### config.mk
export PLATFORM = sky130hd
export DESIGN_NAME = ctlio_ports
export DESIGN_NICKNAME = d
export VERILOG_FILES = /design/src/hw/ctlio_pkg.sv /design/src/hw/ctlio_ports.sv
export SDC_FILE = /design/constraint.sdc
export NUM_CORES = 1
export LEC_CHECK = 0
export BUFFER_PORTS_ARGS = -buffer_cell sky130_fd_sc_hd__buf_2
export CAP_MARGIN = 40
export CORE_MARGIN = 2
export CORE_UTILIZATION = 50
export DETAILED_ROUTE_END_ITERATION = 8
export PLACE_DENSITY = 0.72
export SLEW_MARGIN = 10
export SYNTH_ARGS = -nofsm -noshare
export SYNTH_HDL_FRONTEND = slang
export SYNTH_SLANG_ARGS = --single-unit
### constraint.sdc
create_clock -name i_clk -period 4.1 [get_ports i_clk]
set_input_delay 0.205 -clock i_clk [delete_from_list [all_inputs] [get_ports i_clk]]
set_output_delay 0.205 -clock i_clk [all_outputs]
set_load 0.02 [all_outputs]
### src/hw/ctlio_pkg.sv
package ctlio_pkg;

  // ==========================================================================
  // Port address map
  // ==========================================================================
  localparam logic [15:0] CTLIO_BASE_STD      = 16'h5000;
  localparam logic [15:0] CTLIO_BASE_ALT      = 16'h7400;
  localparam logic [3:0]  CTLIO_OFS_IN_FIRST  = 4'h1;
  localparam logic [3:0]  CTLIO_OFS_IN_LAST   = 4'h8;
  localparam logic [3:0]  CTLIO_OFS_OUT_FIRST = 4'h1;
  localparam logic [3:0]  CTLIO_OFS_FIELD_LAST = 4'h7;

  // Display and call-light byte addresses at each base, and their offsets.
  localparam logic [15:0] DISPLAY_POSITION_SELECT     = 16'h5008;
  localparam logic [15:0] DISPLAY_CHARACTER_DATA      = 16'h5009;
  localparam logic [15:0] CALL_LIGHT_OUTPUTS          = 16'h500A;
  localparam logic [15:0] DISPLAY_POSITION_SELECT_ALT = 16'h7408;
  localparam logic [15:0] DISPLAY_CHARACTER_DATA_ALT  = 16'h7409;
  localparam logic [15:0] CALL_LIGHT_OUTPUTS_ALT      = 16'h740A;
  localparam logic [3:0]  CTLIO_OFS_POS_SEL  = 4'h8;
  localparam logic [3:0]  CTLIO_OFS_CHAR     = 4'h9;
  localparam logic [3:0]  CTLIO_OFS_CALL     = 4'hA;

  // ==========================================================================
  // Sizes, field positions and reset values
  // ==========================================================================
  localparam int          CTLIO_N_IN_PORTS    = 8;
  localparam int          CTLIO_N_OUT_PORTS   = 10;
  localparam int          CTLIO_N_FIELD_PORTS = 7;
  localparam logic [7:0]  CTLIO_OUT_RESET     = 8'h00;
  localparam int          POS_PHASE_BIT       = 0;
  localparam int          POS_INTERVAL_BIT    = 1;
  localparam int          POS_DIGIT_LSB       = 2;
  localparam int          POS_CALL8_BIT       = 6;
  localparam int          POS_CALL9_BIT       = 7;
  localparam int          CHR_CODE_LSB        = 0;
  localparam int          CHR_DP_BIT          = 4;
  localparam int          CHR_BLANK_PI_BIT    = 5;
  localparam int          CHR_BLANK_TIM_BIT   = 6;

endpackage

### src/hw/ctlio_ports.sv
module ctlio_ports (
  input  wire logic        i_clk,
  input  wire logic        i_rst_n,
  input  wire logic        i_alt_base,
  input  wire logic        i_bus_valid,
  input  wire logic        i_bus_rw,
  input  wire logic [15:0] i_bus_addr,
  input  wire logic [7:0]  i_bus_wdata,
  output logic      [7:0]  o_bus_rdata,
  output logic             o_bus_rdata_oe,
  input  wire logic [63:0] i_field_in_n,
  output logic      [55:0] o_field_out,
  output logic             o_phase_char_sel,
  output logic             o_interval_char_sel,
  output logic             o_least_significant_digit,
  output logic             o_second_lowest_digit,
  output logic             o_second_highest_digit,
  output logic             o_most_significant_digit,
  output logic      [3:0]  o_char_code,
  output logic             o_decimal_point,
  output logic             o_blank_phase_interval,
  output logic             o_blank_timing,
  output logic      [9:0]  o_call_light
);
  import ctlio_pkg::*;

  // ==========================================================================
  // Pin synchronisers
  // ==========================================================================
  // The strap and field inputs are asynchronous, so each passes two flops.
  logic        alt_meta_reg;
  logic        alt_sync_reg;
  logic [63:0] in_meta_reg;
  logic [63:0] in_sync_reg;

  always_ff @(posedge i_clk or negedge i_rst_n) begin
    if (!i_rst_n) begin
      alt_meta_reg <= 1'b0;
      alt_sync_reg <= 1'b0;
      in_meta_reg  <= '1;
      in_sync_reg  <= '1;
    end else begin
      alt_meta_reg <= i_alt_base;
      alt_sync_reg <= alt_meta_reg;
      in_meta_reg  <= i_field_in_n;
      in_sync_reg  <= in_meta_reg;
    end
  end

  // ==========================================================================
  // Address decode
  // ==========================================================================
  function automatic logic in_range(input logic [3:0] ofs, input logic [3:0] lo,
                                    input logic [3:0] hi);
    in_range = (ofs >= lo) && (ofs <= hi);
  endfunction

  wire logic [15:0] base_addr = alt_sync_reg ? CTLIO_BASE_ALT : CTLIO_BASE_STD;
  wire logic        page_hit  = (i_bus_addr[15:4] == base_addr[15:4]);
  wire logic [3:0]  ofs       = i_bus_addr[3:0];
  wire logic        out_hit   = page_hit && in_range(ofs, CTLIO_OFS_OUT_FIRST, CTLIO_OFS_CALL);
  wire logic        in_hit    = page_hit && in_range(ofs, CTLIO_OFS_IN_FIRST, CTLIO_OFS_IN_LAST);
  wire logic        wr_hit    = i_bus_valid && !i_bus_rw && out_hit;
  wire logic        rd_hit    = i_bus_valid && i_bus_rw && in_hit;
  wire logic [3:0]  out_idx   = ofs - CTLIO_OFS_OUT_FIRST;
  wire logic [2:0]  in_idx    = 3'(ofs - CTLIO_OFS_IN_FIRST);

  // ==========================================================================
  // Output latches
  // ==========================================================================
  // Reset stands for the power-fail condition, so all latches go inactive.
  logic [7:0] out_reg [CTLIO_N_OUT_PORTS];

  always_ff @(posedge i_clk or negedge i_rst_n) begin
    if (!i_rst_n) begin
      for (int i = 0; i < CTLIO_N_OUT_PORTS; i++) begin
        out_reg[i] <= CTLIO_OUT_RESET;
      end
    end else if (wr_hit) begin
      out_reg[out_idx] <= i_bus_wdata;
    end
  end

  for (genvar g = 0; g < CTLIO_N_FIELD_PORTS; g++) begin : g_field
    assign o_field_out[g*8 +: 8] = out_reg[g];
  end

  wire logic [7:0] pos_byte  = out_reg[CTLIO_OFS_POS_SEL - CTLIO_OFS_OUT_FIRST];
  wire logic [7:0] char_byte = out_reg[CTLIO_OFS_CHAR - CTLIO_OFS_OUT_FIRST];
  wire logic [7:0] call_byte = out_reg[CTLIO_OFS_CALL - CTLIO_OFS_OUT_FIRST];

  assign o_phase_char_sel          = pos_byte[POS_PHASE_BIT];
  assign o_interval_char_sel       = pos_byte[POS_INTERVAL_BIT];
  assign o_least_significant_digit = pos_byte[POS_DIGIT_LSB];
  assign o_second_lowest_digit     = pos_byte[POS_DIGIT_LSB + 1];
  assign o_second_highest_digit    = pos_byte[POS_DIGIT_LSB + 2];
  assign o_most_significant_digit  = pos_byte[POS_DIGIT_LSB + 3];
  assign o_char_code               = char_byte[CHR_CODE_LSB +: 4];
  assign o_decimal_point           = char_byte[CHR_DP_BIT];
  assign o_blank_phase_interval    = char_byte[CHR_BLANK_PI_BIT];
  assign o_blank_timing            = char_byte[CHR_BLANK_TIM_BIT];
  assign o_call_light = {pos_byte[POS_CALL9_BIT], pos_byte[POS_CALL8_BIT], call_byte};

  // ==========================================================================
  // Input read path
  // ==========================================================================
  // Pins are ground true: a low pin reads as one, an open (pulled high) pin
  // as zero. The answer is registered, one cycle after the request.
  wire logic [63:0] in_true = ~in_sync_reg;
  wire logic [7:0]  rd_byte = in_true[in_idx*8 +: 8];
  logic [7:0] rdata_reg;
  logic       rdata_oe_reg;

  always_ff @(posedge i_clk or negedge i_rst_n) begin
    if (!i_rst_n) begin
      rdata_reg    <= 8'h00;
      rdata_oe_reg <= 1'b0;
    end else begin
      rdata_reg    <= rd_hit ? rd_byte : 8'h00;
      rdata_oe_reg <= rd_hit;
    end
  end

  assign o_bus_rdata    = rdata_reg;
  assign o_bus_rdata_oe = rdata_oe_reg;

  // Display pins gathered so that a stray change on any one of them is caught.
  wire logic [12:0] disp_view = {o_blank_timing, o_blank_phase_interval, o_decimal_point,
                                 o_char_code, o_most_significant_digit,
                                 o_second_highest_digit, o_second_lowest_digit,
                                 o_least_significant_digit, o_interval_char_sel,
                                 o_phase_char_sel};
endmodule

==> results.sh <==
export IMPL_setup_ws_ns=1.68
export IMPL_cp_required_ns=4.48
export IMPL_first_pass_iters=4
export IMPL_avgSynthCellArea_um2=19.4
export IMPL_grt_pass1_vias=4694
export IMPL_ant_nets=0
export IMPL_drtIter0Drc=196
export IMPL_hpwlAfterDp_um=10600
export IMPL_maxCapViolCount=0
export IMPL_finalClockSkew_ns=0.0214
export IMPL_clock_latency_ns=0.51
export IMPL_worst_pin_slew_ns=0.884
export IMPL_core_area_um2=15300
export IMPL_final_common_cell="buf_2"
export IMPL_hold_class="in2reg"
export IMPL_report_power_total_mw=4.53
export IMPL_setup_viol=0
export IMPL_pre_cts_slack_ns=1.03
export IMPL_ff2ff_path_depth=4
export IMPL_r2r_slack_ns=1.95
export IMPL_cts_resized=0
export IMPL_hold_path_endpoint="o_field_out[41]$_DFFE_PN0P_"
export IMPL_final_cell_mix="buf_2, dfstp_2, dfrtp_1"
export IMPL_cts_tree="yes"
export IMPL_tns_ns=0
export IMPL_p_per_area_nw_per_um2=434
export IMPL_via_per_inst=4.78
export IMPL_drc_errors=0
export IMPL_area_growth_pct=32.5
export IMPL_die_width_um=129
export IMPL_yosysTopAreaCell="dfstp_2"
export IMPL_cts_buffers=22
export IMPL_wl_met3_um=1010
export IMPL_status="completed"
export IMPL_grt_total_usage_pct=20.2
export IMPL_num_fill_cells=1027
export IMPL_place_congestion=0.777
export IMPL_synth_distinct_cells=39
export IMPL_finalMaxSlewViolations=0
export IMPL_crit_type="in2reg"
export IMPL_syn_instance_count=405
export IMPL_hold_path_depth=2
export IMPL_post_route_period_util_pct=59.1
export IMPL_wirelength_um=16400
export IMPL_pin_count=181
export IMPL_portBuffers=180
export IMPL_met1_length_um=6570
export IMPL_rsz0062_at_grt="false"
export IMPL_cts_num_sinks=218
export IMPL_final_seq_area_um2=5620
export IMPL_start_util_pct=51.4
export IMPL_period_needed_ns=2.42
export IMPL_yosys_top_cells_area="dfstp_2, dfrtp_1, mux2_4, mux4_2, nand4_4"
export IMPL_met2_length_um=8520
export IMPL_worst_setup_path_start_kind="primary input"
export IMPL_vias=4256
export IMPL_wl_per_cell_um=18.4
export IMPL_ctsRootBufferMaster="clkbuf_16"
export IMPL_r2r_start="alt_sync_reg$_DFF_PN0_"
export IMPL_cts_buffer_depth=3
export IMPL_nets=763
export IMPL_crit_fanout=22
export IMPL_grt_antenna_before_repair=3
export IMPL_worst_hold_startpoint="i_bus_wdata[1]"
export IMPL_yosysWarnings=0
export IMPL_worst_slew_margin_rel_pct=40.9
export IMPL_ir_drop_mv=0.360
export IMPL_holdWs_ns=0.111
export IMPL_multi_input_area_um2=2160
export IMPL_die_area_um2=16800
export IMPL_htreeDepth=1
export IMPL_die_y_um=129
export IMPL_grt_pass1_wl_um=25700
export IMPL_grt_max_degree=117
export IMPL_ys_seq_area_share_pct=71.3
export IMPL_synth_fp_nets=504
export IMPL_crit_path_end_kind="flop"
export IMPL_overflow=0
export IMPL_rows=45
export IMPL_r2r_end="o_field_out[51]$_DFFE_PN0P_"
export IMPL_max_freq_mhz=412
export IMPL_hold_violations=0
export IMPL_synth_seq_cells=218
export IMPL_netlist_area_um2=7870
export IMPL_clk_pin_slew_worst_paths_ns=0.06
export IMPL_yosysTopAreaCellShare_pct=42.7
export IMPL_routed_top_layer="met5"
export IMPL_drive_above_1_share_pct=67.0
export IMPL_arrival_ns=2.80
export IMPL_power_leakage_nw=5.23
## area by class of cell
class	count	share of cell area (%)
multi-input combinational	167	20.7
timing repair buffer	252	15.7
clock buffer	29	5.91
tap	211	2.53
antenna	1	0.0240
sequential	218	53.8
inverter	3	0.108
clock inverter	9	1.19
## layer usage
layer  vias to the layer above  GRT usage, %
met1                      2146          25.4
met3                        26          4.71
met2                       147          35.7
met4                         4          4.68
met5                         -             0
li1                       1933             -
## logic make-up after synthesis
kind of cell / synth area share, %
AND/OR/NAND/NOR: 5.82
adder cells (fa/ha/maj): 0.954
XOR/XNOR: 0.223
buffers and inverters: 1.32
flip-flops: 71.3
multiplexers: 19.3
AO/OA/AOI/OAI: 1.10
## worst max path at each step
stage,from,end,cells after the start
floorplan,i_bus_addr[0],char_byte[0]$_DFFE_PN0P_,10
global placement,i_bus_addr[0],o_field_out[47]$_DFFE_PN0P_,7
detailed placement,i_bus_addr[0],o_field_out[44]$_DFFE_PN0P_,7
CTS,i_bus_addr[0],o_field_out[44]$_DFFE_PN0P_,7
global route,i_bus_addr[0],char_byte[5]$_DFFE_PN0P_,7
finish,i_bus_addr[0],char_byte[5]$_DFFE_PN0P_,7
## power breakdown
| group | internal (mW) | switching [mW] | total (mW) |
|---|---|---|---|
| registers | 2.27 | 0.0198 | 2.29 |
| clock network | 1.19 | 0.792 | 1.98 |
| logic | 0.123 | 0.136 | 0.260 |
## per-stage QoR
step                      instances  util, %  cell area, um2
after floorplan                 405        -            7870
after global placement          783     58.7            8990
after detailed placement        783     58.7            8990
after CTS                       887     67.9           10400
after global routing            889     68.1           10400
final                           890     68.1           10400
## Yosys cell counts
cell type	n
and4_4	1
dfstp_2	128
nor2b_1	1
mux4_2	16
nand4_4	8
nand2b_1	3
inv_1	3
or2_0	1
buf_6	1
xnor2_1	1
nand2_1	17
a211oi_4	1
buf_1	7
buf_2	4
nor2_2	1
o31a_1	1
or4_4	1
xor2_1	1
nor4b_1	1
and3_1	8
ha_1	6
nand4_2	1
clkbuf_1	4
and4b_1	1
nor4_2	2
a211oi_1	1
mux2_4	71
dfrtp_1	90
o2bb2a_1	1
or3_1	1
nand3_1	1
a2111oi_0	1
nor2_1	7
nand4bb_1	1
or3b_2	1
o21ai_4	1
mux2_1	8
buf_12	1
a2111oi_2	1
## repair_timing
action                                  CTS  global route
endpoints found under the setup margin    0             0
buffers inserted                          0             0
hold buffers                             66             0
hold endpoints to repair                103             0
## worst max-delay path, cell delays in order
cell and delay, ns:
buf_2 0.54, inv_1 0.19, ha_1 0.30, xor2_1 0.71
nor2_1 0.23, and4_4 0.31, mux2_4 0.31
No activity file was read; power rests on OpenSTA's default activity.
